===== src/cpd_pkg.sv =====
// Shared constants for the command pulse decoder and its electronic gear.
// Assumes one 50 MHz clock and a synchronous active-high reset.
package cpd_pkg;

   // -----------------------------------------------------------------
   // Widths
   // -----------------------------------------------------------------
   localparam int CNT_W = 32;
   localparam int POS_W = 48;
   localparam int GEAR_W = 31;
   localparam int PPR_W = 21;
   localparam int PEND_W = 10;

   // -----------------------------------------------------------------
   // Pulse formats
   // -----------------------------------------------------------------
   localparam logic [1:0] FMT_QUAD0 = 2'h0;
   localparam logic [1:0] FMT_SEPARATE = 2'h1;
   localparam logic [1:0] FMT_QUAD2 = 2'h2;
   localparam logic [1:0] FMT_PULSE_DIR = 2'h3;

   // -----------------------------------------------------------------
   // Reset values of the settings and other fixed constants
   // -----------------------------------------------------------------
   localparam logic PATH_DEFAULT = 1'h0;
   localparam logic INVERT_DEFAULT = 1'h0;
   localparam logic [1:0] FMT_DEFAULT = FMT_SEPARATE;
   localparam logic [PPR_W-1:0] PPR_DEFAULT = 21'h02710;
   localparam logic [PPR_W-1:0] PPR_OFF = 21'h0;
   localparam logic [GEAR_W-1:0] GEAR_ZERO = 31'h0;
   localparam logic [GEAR_W-1:0] GEAR_ONE = 31'h1;
   // Encoder counts per motor revolution; plain default, set per motor
   localparam logic [GEAR_W-1:0] ENC_RES = 31'h100000;

   // -----------------------------------------------------------------
   // Gear divider sequencing
   // -----------------------------------------------------------------
   localparam logic [5:0] DIV_LAST = 6'h2f;
   localparam logic [5:0] DIV_FIRST = 6'h0;

   typedef enum logic [1:0]
   {
      GEAR_IDLE = 2'b00,
      GEAR_DIV = 2'b01,
      GEAR_FIX = 2'b10
   } gear_state_t;

endpackage


===== src/gear_link_if.sv =====
// Link between the pulse decoder and the gear scaler.
// Assumes both ends run on the same clock; no timing lives here.
`timescale 1ns/1ps
interface gear_link_if;
   logic ev_valid;
   logic ev_up;
   logic [cpd_pkg::GEAR_W-1:0] num;
   logic [cpd_pkg::GEAR_W-1:0] den;
   logic q_valid;
   logic signed [cpd_pkg::POS_W-1:0] q;

   modport source
   (
      output ev_valid, ev_up, num, den,
      input q_valid, q
   );
   modport gear
   (
      input ev_valid, ev_up, num, den,
      output q_valid, q
   );
endinterface


===== src/command_pulse_decoder_gear.sv =====
// Command pulse input stage: path select, format decode, electronic gear.
// Assumes pulse pins are already synchronous to clk and that power_up
// pulses once when control power comes up.
`timescale 1ns/1ps

// Notes on behaviour
// [RL1] Path 0 takes optocoupler inputs, 1 takes dedicated differential inputs.
// [RL2] Inversion swaps which decoded pattern counts positive and negative.
// [RL3] Format 0 or 2 quadrature, 1 separate trains, 3 pulse plus direction.
// [RL4] Quadrature, no inversion: sign leading pulse by 90 degrees is positive.
// [RL5] Quadrature, inverted: sign lagging pulse by 90 degrees is positive.
// [RL6] Separate trains: one line up, other down; otherwise sign sets direction.
// [RL7] Host keeps rates within 4 Mpps, 500 kpps, 200 kpps per path.
// [RL8] Nonzero pulses per rev: that many pulses give one revolution.
// [RL9] Zero pulses per rev: use gear numerator over denominator instead.
// [RL10] Gear numerator 0 to 2^30, default 0, multiplies counted pulses.
// [RL11] Gear denominator 1 to 2^30, default 10000, divides the product.
// [RL12] Path, direction, format, pulses per rev load only at power-up.
// [RL13] Pulses per rev and numerator both zero: denominator is pulses per rev.
// [RL14] Quadrature counts every edge of both phases, else one per pulse.
// [RL15] Gear remainder carries over so scaled output never drifts.
module command_pulse_decoder_gear
(
   // Clock and reset
   input wire logic clk,
   input wire logic reset,
   // Optocoupler path
   input wire logic opto_pulse_pos,
   input wire logic opto_pulse_neg,
   input wire logic opto_sign_pos,
   input wire logic opto_sign_neg,
   // Dedicated differential path
   input wire logic diff_pulse_pos,
   input wire logic diff_pulse_neg,
   input wire logic diff_sign_pos,
   input wire logic diff_sign_neg,
   // Settings
   input wire logic power_up,
   input wire logic input_path_select,
   input wire logic direction_invert,
   input wire logic [1:0] pulse_format_select,
   input wire logic [cpd_pkg::PPR_W-1:0] pulses_per_rev,
   input wire logic [cpd_pkg::GEAR_W-1:0] gear_numerator,
   input wire logic [cpd_pkg::GEAR_W-1:0] gear_denominator,
   // Command outputs
   output logic cmd_step_pos,
   output logic cmd_step_neg,
   output logic signed [cpd_pkg::CNT_W-1:0] cmd_count,
   output logic signed [cpd_pkg::POS_W-1:0] position_cmd
);

   // -----------------------------------------------------------------
   // State
   // -----------------------------------------------------------------
   typedef struct packed {
      logic path;
      logic inv;
      logic [1:0] fmt;
      logic [cpd_pkg::PPR_W-1:0] ppr;
      logic pulse_lvl;
      logic sign_lvl;
      logic step_pos;
      logic step_neg;
      logic signed [cpd_pkg::CNT_W-1:0] count;
      logic signed [cpd_pkg::POS_W-1:0] pos_cmd;
   } dec_reg_t;

   localparam dec_reg_t DEC_RESET = '{
      path: cpd_pkg::PATH_DEFAULT,
      inv: cpd_pkg::INVERT_DEFAULT,
      fmt: cpd_pkg::FMT_DEFAULT,
      ppr: cpd_pkg::PPR_DEFAULT,
      pulse_lvl: 1'b0,
      sign_lvl: 1'b0,
      step_pos: 1'b0,
      step_neg: 1'b0,
      count: '0,
      pos_cmd: '0
   };

   dec_reg_t r_reg;
   dec_reg_t r_next;
   logic pulse_new;
   logic sign_new;
   logic pulse_rise;
   logic sign_rise;
   logic ev;
   logic up;

   gear_link_if lnk ();

   // A differential pair with both legs equal is no valid level; hold
   function automatic logic line_level(input logic p, input logic n,
      input logic prev);
      line_level = (p != n) ? p : prev;
   endfunction

   // -----------------------------------------------------------------
   // Decode
   // -----------------------------------------------------------------
   always_comb
   begin
      r_next = r_reg;
      // [RL1] choose input path
      if (r_reg.path)
      begin
         pulse_new = line_level(diff_pulse_pos, diff_pulse_neg,
            r_reg.pulse_lvl);
         sign_new = line_level(diff_sign_pos, diff_sign_neg, r_reg.sign_lvl);
      end
      else
      begin
         pulse_new = line_level(opto_pulse_pos, opto_pulse_neg,
            r_reg.pulse_lvl);
         sign_new = line_level(opto_sign_pos, opto_sign_neg, r_reg.sign_lvl);
      end
      pulse_rise = pulse_new & ~r_reg.pulse_lvl;
      sign_rise = sign_new & ~r_reg.sign_lvl;
      ev = 1'b0;
      up = 1'b0;
      // [RL3] format decode
      case (r_reg.fmt)
         cpd_pkg::FMT_QUAD0, cpd_pkg::FMT_QUAD2:
         begin
            // [RL14] every edge, double steps ignored
            if ((pulse_new != r_reg.pulse_lvl) != (sign_new != r_reg.sign_lvl))
            begin
               ev = 1'b1;
               // [RL4] sign leading counts up
               up = r_reg.pulse_lvl ^ sign_new;
            end
         end
         cpd_pkg::FMT_SEPARATE:
         begin
            // [RL6] coincident pulses cancel
            ev = pulse_rise ^ sign_rise;
            up = pulse_rise;
         end
         cpd_pkg::FMT_PULSE_DIR:
         begin
            // [RL6] sign level sets direction
            ev = pulse_rise;
            up = sign_new;
         end
         default:
         begin
            ev = 1'b0;
            up = 1'b0;
         end
      endcase
      // [RL2] [RL5] inversion swaps direction
      up = up ^ r_reg.inv;
      r_next.pulse_lvl = pulse_new;
      r_next.sign_lvl = sign_new;
      r_next.step_pos = ev & up;
      r_next.step_neg = ev & ~up;
      if (ev)
         r_next.count = up ? r_reg.count + 32'sh1 : r_reg.count - 32'sh1;
      // [RL12] starred settings load at power-up only
      if (power_up)
      begin
         r_next.path = input_path_select;
         r_next.inv = direction_invert;
         r_next.fmt = pulse_format_select;
         r_next.ppr = pulses_per_rev;
      end
      if (lnk.q_valid)
         r_next.pos_cmd = r_reg.pos_cmd + lnk.q;
   end

   always_ff @(posedge clk)
   begin
      if (reset)
         r_reg <= DEC_RESET;
      else
         r_reg <= r_next;
   end

   // -----------------------------------------------------------------
   // Gear ratio and scaler
   // -----------------------------------------------------------------
   // Numerator and denominator act live; only pulses per rev is latched
   always_comb
   begin
      lnk.ev_valid = r_reg.step_pos | r_reg.step_neg;
      lnk.ev_up = r_reg.step_pos;
      // [RL8] pulses per rev wins
      if (r_reg.ppr != cpd_pkg::PPR_OFF)
      begin
         lnk.num = cpd_pkg::ENC_RES;
         lnk.den = (cpd_pkg::GEAR_W)'(r_reg.ppr);
      end
      // [RL13] denominator as pulses per rev
      else if (gear_numerator == cpd_pkg::GEAR_ZERO)
      begin
         lnk.num = cpd_pkg::ENC_RES;
         lnk.den = gear_denominator;
      end
      // [RL9] numerator over denominator
      else
      begin
         lnk.num = gear_numerator;
         lnk.den = gear_denominator;
      end
   end

   gear_scaler gear
   (
      .clk(clk),
      .reset(reset),
      .lnk(lnk.gear)
   );

   assign cmd_step_pos = r_reg.step_pos;
   assign cmd_step_neg = r_reg.step_neg;
   assign cmd_count = r_reg.count;
   assign position_cmd = r_reg.pos_cmd;

   // -----------------------------------------------------------------
   // Checks
   // -----------------------------------------------------------------
   property p_settings_hold;
      @(posedge clk) disable iff (reset)
      !power_up |=> $stable({r_reg.path, r_reg.inv, r_reg.fmt, r_reg.ppr});
   endproperty
   a_settings_hold: assert property (p_settings_hold) // [RL12]
      else $error("latched setting changed without power-up");

   property p_path_load;
      @(posedge clk) disable iff (reset)
      power_up |=> r_reg.path == $past(input_path_select)
         && r_reg.fmt == $past(pulse_format_select);
   endproperty
   a_path_load: assert property (p_path_load) // [RL1]
      else $error("path or format not loaded at power-up");

   property p_quad_lead;
      @(posedge clk) disable iff (reset)
      (r_reg.fmt[0] == 1'b0 && !r_reg.inv && !r_reg.pulse_lvl && !pulse_new
         && !r_reg.sign_lvl && sign_new)
         |=> cmd_count == $past(cmd_count) + 32'sh1 && lnk.ev_valid
         && lnk.ev_up;
   endproperty
   a_quad_lead: assert property (p_quad_lead) // [RL4]
      else $error("quadrature lead did not count up");

   property p_quad_inv;
      @(posedge clk) disable iff (reset)
      (r_reg.fmt[0] == 1'b0 && r_reg.inv && !r_reg.pulse_lvl && !pulse_new
         && !r_reg.sign_lvl && sign_new)
         |=> cmd_count == $past(cmd_count) - 32'sh1 && cmd_step_neg;
   endproperty
   a_quad_inv: assert property (p_quad_inv) // [RL5]
      else $error("inverted quadrature lead did not count down");

   property p_quad_fall;
      @(posedge clk) disable iff (reset)
      (r_reg.fmt[0] == 1'b0 && r_reg.pulse_lvl && !pulse_new
         && r_reg.sign_lvl == sign_new)
         |=> cmd_count != $past(cmd_count);
   endproperty
   a_quad_fall: assert property (p_quad_fall) // [RL14]
      else $error("quadrature falling edge not counted");

   property p_separate;
      @(posedge clk) disable iff (reset)
      (r_reg.fmt == cpd_pkg::FMT_SEPARATE && !r_reg.inv && pulse_rise
         && !sign_rise) |=> cmd_step_pos && !cmd_step_neg;
   endproperty
   a_separate: assert property (p_separate) // [RL6]
      else $error("positive train pulse not counted up");

   property p_pulse_dir;
      @(posedge clk) disable iff (reset)
      (r_reg.fmt == cpd_pkg::FMT_PULSE_DIR && pulse_rise && !sign_new)
         |=> cmd_step_pos == $past(r_reg.inv) && cmd_step_neg != cmd_step_pos;
   endproperty
   a_pulse_dir: assert property (p_pulse_dir) // [RL2]
      else $error("direction line or inversion misapplied");

   property p_ppr_ratio;
      @(posedge clk) disable iff (reset)
      r_reg.ppr != cpd_pkg::PPR_OFF |-> lnk.num == cpd_pkg::ENC_RES
         && lnk.den == (cpd_pkg::GEAR_W)'(r_reg.ppr);
   endproperty
   a_ppr_ratio: assert property (p_ppr_ratio) // [RL8]
      else $error("pulses per rev ratio not applied");

   property p_gear_ratio;
      @(posedge clk) disable iff (reset)
      r_reg.ppr == cpd_pkg::PPR_OFF && gear_numerator != cpd_pkg::GEAR_ZERO
         |-> lnk.num == gear_numerator && lnk.den == gear_denominator;
   endproperty
   a_gear_ratio: assert property (p_gear_ratio) // [RL9]
      else $error("gear numerator and denominator not applied");

   property p_den_only;
      @(posedge clk) disable iff (reset)
      r_reg.ppr == cpd_pkg::PPR_OFF && gear_numerator == cpd_pkg::GEAR_ZERO
         |-> lnk.num == cpd_pkg::ENC_RES && lnk.den == gear_denominator;
   endproperty
   a_den_only: assert property (p_den_only) // [RL13]
      else $error("denominator not used as pulses per rev");

endmodule


===== src/gear_scaler.sv =====
// Electronic gear: scales signed count events by num/den, exactly.
// Assumes events arrive one per cycle at most, far slower than a batch.
`timescale 1ns/1ps
module gear_scaler
(
   // Clock and reset
   input wire logic clk,
   input wire logic reset,
   // Decoder side
   gear_link_if.gear lnk
);

   // -----------------------------------------------------------------
   // State
   // -----------------------------------------------------------------
   typedef struct packed {
      cpd_pkg::gear_state_t st;
      logic signed [cpd_pkg::PEND_W-1:0] pend;
      logic [cpd_pkg::GEAR_W-1:0] rem;
      logic [cpd_pkg::GEAR_W-1:0] den;
      logic [cpd_pkg::POS_W-1:0] dividend;
      logic [cpd_pkg::GEAR_W:0] part;
      logic [cpd_pkg::POS_W-1:0] quot;
      logic neg;
      logic [5:0] steps;
      logic q_valid;
      logic signed [cpd_pkg::POS_W-1:0] q;
   } gear_reg_t;

   localparam gear_reg_t GEAR_RESET = '0;

   gear_reg_t r_reg;
   gear_reg_t r_next;
   logic signed [cpd_pkg::PEND_W:0] pend_sum;
   logic signed [cpd_pkg::POS_W-1:0] total;
   logic [cpd_pkg::GEAR_W:0] shifted;
   logic signed [cpd_pkg::POS_W-1:0] total_hold_reg;

   // -----------------------------------------------------------------
   // Batch, divide, fix sign
   // -----------------------------------------------------------------
   // Events keep piling into pend while a divide runs, so none are lost
   always_comb
   begin
      r_next = r_reg;
      r_next.q_valid = 1'b0;
      pend_sum = (cpd_pkg::PEND_W+1)'(r_reg.pend);
      if (lnk.ev_valid)
         pend_sum = lnk.ev_up ? pend_sum + 11'sh1 : pend_sum - 11'sh1;
      // [RL10] numerator multiplies
      total = signed'({17'h0, r_reg.rem})
         + (cpd_pkg::POS_W)'(pend_sum) * signed'({17'h0, lnk.num});
      shifted = {r_reg.part[cpd_pkg::GEAR_W-1:0],
         r_reg.dividend[cpd_pkg::POS_W-1]};
      r_next.pend = (cpd_pkg::PEND_W)'(pend_sum);
      case (r_reg.st)
         cpd_pkg::GEAR_IDLE:
         begin
            if (pend_sum != 11'sh0)
            begin
               r_next.pend = '0;
               // A zero divisor is never legal; fall back to one
               r_next.den = (lnk.den == cpd_pkg::GEAR_ZERO) ?
                  cpd_pkg::GEAR_ONE : lnk.den;
               r_next.neg = total[cpd_pkg::POS_W-1];
               r_next.dividend = total[cpd_pkg::POS_W-1] ?
                  unsigned'(-total) : unsigned'(total);
               r_next.part = '0;
               r_next.quot = '0;
               r_next.steps = cpd_pkg::DIV_FIRST;
               r_next.st = cpd_pkg::GEAR_DIV;
            end
         end
         cpd_pkg::GEAR_DIV:
         begin
            // [RL11] restoring divide by denominator
            r_next.dividend = {r_reg.dividend[cpd_pkg::POS_W-2:0], 1'b0};
            if (shifted >= {1'b0, r_reg.den})
            begin
               r_next.part = shifted - {1'b0, r_reg.den};
               r_next.quot = {r_reg.quot[cpd_pkg::POS_W-2:0], 1'b1};
            end
            else
            begin
               r_next.part = shifted;
               r_next.quot = {r_reg.quot[cpd_pkg::POS_W-2:0], 1'b0};
            end
            r_next.steps = r_reg.steps + 6'h1;
            if (r_reg.steps == cpd_pkg::DIV_LAST)
               r_next.st = cpd_pkg::GEAR_FIX;
         end
         cpd_pkg::GEAR_FIX:
         begin
            // [RL15] floor division keeps remainder
            if (!r_reg.neg)
            begin
               r_next.q = signed'(r_reg.quot);
               r_next.rem = r_reg.part[cpd_pkg::GEAR_W-1:0];
            end
            else if (r_reg.part != '0)
            begin
               r_next.q = -signed'(r_reg.quot + 48'h1);
               r_next.rem = r_reg.den - r_reg.part[cpd_pkg::GEAR_W-1:0];
            end
            else
            begin
               r_next.q = -signed'(r_reg.quot);
               r_next.rem = '0;
            end
            r_next.q_valid = 1'b1;
            r_next.st = cpd_pkg::GEAR_IDLE;
         end
         default:
            r_next.st = cpd_pkg::GEAR_IDLE;
      endcase
   end

   always_ff @(posedge clk)
   begin
      if (reset)
         r_reg <= GEAR_RESET;
      else
         r_reg <= r_next;
   end

   assign lnk.q_valid = r_reg.q_valid;
   assign lnk.q = r_reg.q;

   // Helper for checking: dividend of the batch in flight
   always_ff @(posedge clk)
   begin
      if (reset)
         total_hold_reg <= '0;
      else if (r_reg.st == cpd_pkg::GEAR_IDLE && pend_sum != 11'sh0)
         total_hold_reg <= total;
   end

   // -----------------------------------------------------------------
   // Checks
   // -----------------------------------------------------------------
   property p_gear_exact;
      @(posedge clk) disable iff (reset)
      r_reg.q_valid |-> (r_reg.q * signed'({17'h0, r_reg.den})
         + signed'({17'h0, r_reg.rem}) == total_hold_reg);
   endproperty
   a_gear_exact: assert property (p_gear_exact) // [RL15]
      else $error("gear quotient and remainder do not rebuild dividend");

   property p_gear_rem_range;
      @(posedge clk) disable iff (reset)
      r_reg.q_valid |-> r_reg.rem < r_reg.den;
   endproperty
   a_gear_rem_range: assert property (p_gear_rem_range) // [RL11]
      else $error("gear remainder not below denominator");

   property p_gear_latency;
      @(posedge clk) disable iff (reset)
      $rose(r_reg.st == cpd_pkg::GEAR_DIV)
         |-> ##48 (r_reg.st == cpd_pkg::GEAR_FIX) ##1 r_reg.q_valid;
   endproperty
   a_gear_latency: assert property (p_gear_latency) // [RL10]
      else $error("gear batch did not finish in 50 cycles");

endmodule


===== config.mk =====
export PLATFORM = sky130hd
export DESIGN_NAME = command_pulse_decoder_gear
export DESIGN_NICKNAME = d
export VERILOG_FILES = /design/src/cpd_pkg.sv /design/src/gear_link_if.sv /design/src/command_pulse_decoder_gear.sv /design/src/gear_scaler.sv
export SDC_FILE = /design/constraint.sdc
export NUM_CORES = 2
export LEC_CHECK = 0
export ABC_CLOCK_PERIOD_IN_PS = 15000
export BUFFER_PORTS_ARGS = -buffer_cell sky130_fd_sc_hd__buf_2
export CAP_MARGIN = 20
export CORE_ASPECT_RATIO = 1.25
export CORE_UTILIZATION = 45
export DETAILED_ROUTE_END_ITERATION = 10
export PLACE_DENSITY = 0.69
export SLEW_MARGIN = 20
export SYNTH_ARGS = -nofsm -noshare
export SYNTH_HDL_FRONTEND = slang
export SYNTH_SLANG_ARGS = --single-unit

===== constraint.sdc =====
create_clock -name clk -period 15 [get_ports clk]
set_input_delay 0.75 -clock clk [delete_from_list [all_inputs] [get_ports clk]]
set_output_delay 0.75 -clock clk [all_outputs]
set_load 0.05 [all_outputs]

Word-level counts from Yosys, hierarchy flattened:

Index checks and enable logic that the tools add are counted.

* muxes and demuxes: 31
* add/subtract/negate cells: 13
* eq/ne operators: 15
* reductions and logical operators: 12
* bitwise gates (word level): 11
* $lt $le $gt $ge: 1
* $mul: 1

Operators by type and width (number)
* one-hot mux 128 bit (2 select lines): 1
* 2-to-1 mux 31 bit: 6
* 2-to-1 mux 48 bit: 3
* negation 48 bit: 3
* 2-to-1 mux 135 bit: 1
* 2-to-1 mux 80 bit: 1
* zero test 31 bit: 2
* 2-to-1 mux 49 bit: 1
* adder 32 x 48 -> 48 bit: 1
* adder 48 x 1 -> 48 bit (second input constant): 1
* adder 48 bit: 1
* multiplier 11 x 32 -> 43 bit: 1
* adder 32 x 2 -> 32 bit (second input constant): 1
* greater-or-equal comparator 32 x 31 -> 1 bit: 1
* 2-to-1 mux 32 bit: 1
* nonzero test 32 bit: 1
* subtractor 32 x 2 -> 32 bit (second input constant): 1
* subtractor 32 x 31 -> 32 bit: 1
* subtractor 31 bit: 1
* 2-to-1 mux 11 bit: 2
* nonzero test 21 bit: 1
* 2-to-1 mux 12 bit: 1
* one-hot mux 6 bit (2 select lines): 1
* adder 10 x 2 -> 11 bit (second input constant): 1
* 22 further kinds: 49

* logic and storage cells: 105
* input bits: 98
* register bits after elaboration: 367

Logic depth before layout (Yosys ltp):

* word-level depth: 10
* gate-level depth with buffers: 51

Modules after synthesis:

A second synthesis with hierarchy kept.

* cell total of the unflattened synthesis: 4673
* area total of the unflattened synthesis: 37857.6 um^2

By module, submodules not included
* gear_scaler: area an instance 28542.4 um^2, instances 1, cells an instance 3464, seq. area each 5165.0 um^2
* command_pulse_decoder_gear: area an instance 9315.2 um^2, instances 1, cells an instance 1209, seq. area each 2182.1 um^2

Least setup slack after synthesis:

OpenSTA, ideal clock, no wires.

* kind: register to register
* start: reg r_reg, in the netlist cmd_step_pos
* end: reg gear.r_reg[176] in the netlist's numbering
* required time: 14.929 ns
* library setup time: 0.071 ns
* period minus slack after synthesis: 11.298 ns
* data arrival time: 11.228 ns
* slack: 3.702 ns
* stages on the path, launching flop included: 51
* cells stage by stage: dfxtp_1 -> inv_1 -> ha_1 -> a21o_1 -> a21oi_1 -> o21ai_0 -> a21oi_1 -> nand2b_1 -> a21boi_0 -> o21ai_0 -> a21oi_1 -> mux2i_1 -> and2_0 -> clkbuf_1 -> nor2_1 -> fa_1 -> fa_1 -> fa_1 -> (+15 left out) -> xor2_1 -> ha_1 -> clkbuf_1 -> and4_1 -> nand2_1 -> o221ai_1 -> o21ba_2 -> or2_1 -> xor2_1 -> nor2b_1 -> nand4_1 -> or2_1 -> clkbuf_1 -> nor4_2 -> or3b_1 -> and3_1 -> or3_1 -> a21oi_1

* longest elaborated chain between the ends: 8
* elaborated cells on any way between the ends: 12
* classes of those cells: add/sub: 2; mul: 1; eq/ne: 1; mux: 5; bitwise: 1; reduce/logical: 2

Ends and longest elaborated chain
* from (decl): RTL line command_pulse_decoder_gear.sv:81 `dec_reg_t r_reg;`
* from (signal assigned): RTL line command_pulse_decoder_gear.sv:176 `r_reg <= r_next;`
* 2-to-1 mux 11 bit / bitwise OR 1 bit (equally long branches): RTL line gear_scaler.sv:49, command_pulse_decoder_gear.sv:185
* 2-to-1 mux 11 bit *: RTL line gear_scaler.sv:48 `if (lnk.ev_valid)`
* multiplier 11 x 32 -> 43 bit: RTL line gear_scaler.sv:52 `+ (cpd_pkg::POS_W)'(pend_sum) * signed'({17'h0, lnk.num});`
* adder 32 x 48 -> 48 bit: RTL line gear_scaler.sv:52
* negation 48 bit: RTL line gear_scaler.sv:67 `unsigned'(-total) : unsigned'(total);`
* 2-to-1 mux 48 bit: RTL line gear_scaler.sv:66 `r_next.dividend = total[cpd_pkg::POS_W-1] ?`
* 2-to-1 mux 135 bit: RTL line gear_scaler.sv:59 `if (pend_sum != 11'sh0)`
* one-hot mux 128 bit (2 select lines): RTL line gear_scaler.sv:56 `case (r_reg.st)`
* to (signal assigned): RTL line gear_scaler.sv:123 `r_reg <= r_next;`
* to (decl): RTL line gear_scaler.sv:32 `gear_reg_t r_reg;`

Mark *: on every way between the ends. The rest lies on a longest branch, timed or not. The select of a mux whose other input is x is not followed.
A chain may end at the register's enable or synchronous reset.

Worst setup path in the final report:

* start: reg r_reg, in the netlist cmd_step_pos
* end: reg gear.r_reg[144] in the netlist's numbering

The elaborated chain is that of the path after synthesis.

==> flow_summary.json <==
{
  "status": "finished clean",
  "power.switching_mw": 2.750,
  "netlist_area_um2": 36560,
  "max_slew.worst_pin.slew_ns": 0.9793,
  "yosysUniqueCellTypes": 93,
  "hold_class": "in2reg",
  "required_ns": 15.43,
  "crit_family": "compound AO/OA/AOI/OAI gates",
  "crit_buf_inv": 5,
  "synth-seq-area-share": 0.2010,
  "clock-sinks": 367,
  "rsz0062_at_grt": "false",
  "postCtsSetupBuffers": 0,
  "syn_avg_cell_area_um2": 7.989,
  "path_class": "reg2reg",
  "setup_viol": 0,
  "grt_antenna_before_repair": 1,
  "grt_pass1_wl_um": 158500,
  "route.detailed.drc": 0,
  "viasPerCell": 5.645,
  "crit_top_cell": "nor2_1",
  "max_stage_delay_ns": 0.76,
  "nNetsFinal": 5208,
  "area_growth_pct": 7.543,
  "cts_resized": 0,
  "finalCritPeriodShare": 0.8306,
  "final.setup_skew_ns": 0.01331,
  "p_leak_nw": 16.81,
  "critPathMaxFanout": 23,
  "cts_tree": "built",
  "num_vias": 31840,
  "h-tree-depth": 2,
  "ys_ff_latch": 367,
  "tns_ns": 0,
  "power_density_nw_per_um2": 150.2,
  "portBuffers": 179,
  "crit_arrival_ns": 12.89,
  "fmax_mhz": 80.26,
  "power_mw": 5.905,
  "gp_congestion": 0.9274,
  "numCtsBuffers": 41,
  "ios": 180,
  "ys_async_sr_fraction": 0,
  "drt_wl_total_um": 96350,
  "antenna_left": 0,
  "dr.pass1.iters": 6,
  "start_kind": "flop",
  "hold_buffers": 0,
  "grt_pass1_vias": 31090,
  "worstSetupEndpointType": "flop",
  "yosys_warnings": 0,
  "placed_cells": 5564,
  "start_util": 0.4555,
  "cts_buffer_depth": 3,
  "grt_use_total": 0.2330,
  "die_w_um": 256.9,
  "insertion_delay_ns": 0.57,
  "power.share.combinational": 0.604,
  "p_int_mw": 3.154,
  "period_needed_ns": 12.46,
  "crit_path_top_delay_cell": "a41o_1",
  "slew_violations": 0,
  "finalNonFillerCells": 5640,
  "synthFlopType": "dfxtp_1",
  "fp.dieArea_um2": 82390,
  "final_layout_size_suffix_gt1_frac": 0.07712,
  "clockRootBuffer": "clkbuf_16",
  "num_rows": 116,
  "chipHeight_um": 320.7,
  "synth_edf_count": 0,
  "n_fill_cell": 7866,
  "dp_hpwl_um": 74750,
  "largest_reg_flops": 209,
  "synth_nets": 5237,
  "sequentialPowerShare": 0.210,
  "clkPwrFrac": 0.186,
  "swShare": 0.4658,
  "cap_violations": 0,
  "grt_max_degree": 126,
  "fp.coreArea_um2": 80260,
  "hold_viol": 0,
  "whs_ns": 0.3824,
  "relSlewSlack": 0.3471,
  "ir_worst_vdd_v": 0.0001727,
  "drt_iter0_markers": 2080,
  "clk_pin_slew_ns": 0.07,
  "overflow": 0,
  "avgRoutedWirePerCell_um": 17.08,
  "syn_inst": 4576
}
synth_stat cells (all sizes together) (32+ instances only):
| library cell | instances | area (um^2) |
|---|---|---|
| a211oi | 118 | 890.9 |
| a21o | 97 | 728.2 |
| a21oi | 293 | 1470 |
| a22o | 66 | 578.1 |
| a22oi | 42 | 315.3 |
| a31oi | 35 | 219.0 |
| and2 | 53 | 331.6 |
| and3 | 38 | 237.7 |
| buf | 93 | 651.9 |
| clkbuf | 197 | 740.7 |
| dfxtp | 367 | 7347 |
| fa | 267 | 5345 |
| ha | 296 | 3704 |
| inv | 436 | 1637 |
| mux2i | 54 | 540.5 |
| nand2 | 466 | 1749 |
| nand2b | 38 | 237.7 |
| nand3 | 54 | 270.3 |
| nand4 | 32 | 200.2 |
| nor2 | 549 | 2063 |
| nor2b | 47 | 294.0 |
| nor3 | 80 | 420.4 |
| nor4 | 45 | 302.8 |
| o21a | 37 | 277.8 |
| o21ai | 178 | 902.1 |
| xnor2 | 142 | 1244 |
| xor2 | 117 | 1025 |
worst reg2reg max path, delay by kind of cell, from the launching register on:
kind | cells | cell delay [ns]
AO/OA/AOI/OAI | 16 | 4.42
adder cells (fa/ha/maj) | 8 | 3.56
XOR/XNOR | 2 | 0.27
buffers and inverters | 5 | 0.93
multiplexers | 1 | 0.40
flip-flops | 1 | 0.41
AND/OR/NAND/NOR | 14 | 2.32
logic make-up after synthesis:
| family | synth area share |
|---|---|
| adders and majority gates | 0.2486 |
| and+or+nand+nor | 0.1854 |
| xor gates and xnor gates | 0.06205 |
| muxes | 0.01509 |
| DFF | 0.2010 |
| buffers and inverters | 0.08286 |
| AOI/OAI and AO/OA | 0.2050 |
layout make-up:
class / count / area [um^2] / area share
inverters: 436 / 1637 / 0.04163
repair buffers: 218 / 1224 / 0.03112
flip-flops and latches: 367 / 7350 / 0.1869
well taps: 1062 / 1329 / 0.03380
multi-input cells: 3483 / 26320 / 0.6695
clock inverters: 12 / 230.2 / 0.005856
diodes: 1 / 2.502 / 0.00006365
clock buffers: 61 / 1222 / 0.03109
stage by stage:
| stage | util | setup slack, ns | area [um^2] |
|---|---|---|---|
| 3_3_place_gp | 0.4712 | 3.008 | 37820 |
| 2_1_floorplan | - | 3.702 | 36560 |
| 3_5_place_dp | 0.4712 | 2.832 | 37820 |
| 4_1_cts | 0.4893 | 2.748 | 39270 |
| 6_report | 0.4898 | 2.540 | 39320 |
| 5_1_grt | 0.4898 | 1.573 | 39320 |
metal layers:
| layer | wire (um) | GRT usage |
|---|---|---|
| met4 | 2489 | 0.06601 |
| met5 | 0 | 0 |
| met1 | 42770 | 0.3063 |
| met2 | 45810 | 0.3984 |
| met3 | 5278 | 0.03003 |
cell usage in the layout, fill, tap and decap left out, types with 41 or more instances in the layout:
master     count
a211oi_1     117
a21o_1        97
a21oi_1      290
a22o_1        66
a22oi_1       42
and2_1        52
buf_2        178
clkbuf_16     42
dfxtp_1      365
fa_1         267
ha_1         296
inv_1        435
mux2i_1       54
nand2_1      466
nand3_1       54
nor2_1       544
nor2b_1       45
nor3_1        76
nor4_1        41
o21ai_0      170
xnor2_1      141
xor2_1       117
worst paths after layout:
kind | from | end | slack, ns | depth (start not counted)
worst max-delay path | cmd_step_pos | gear.r_reg[144] | 2.54 | 46
worst min-delay path | pulses_per_rev[10] | r_reg[94] | 0.38 | 2
worst max register to register | cmd_step_pos | gear.r_reg[144] | 2.54 | 46
worst min register to register | gear.lnk.q[35] | gear.lnk.q[35] | 0.46 | 2
power by group through the flow:
stage | Sequential (mW) | Combinational (mW) | Clock, mW
6_report | 1.24 | 3.57 | 1.10
5_1_grt | 1.26 | 3.96 | 1.16
4_1_cts | 1.24 | 3.54 | 1.13
3_5_place_dp | 1.26 | 3.51 | 0
3_3_place_gp | 1.26 | 3.49 | 0
2_1_floorplan | 1.21 | 2.80 | 0
No activity file was read; power rests on OpenSTA's default activity.
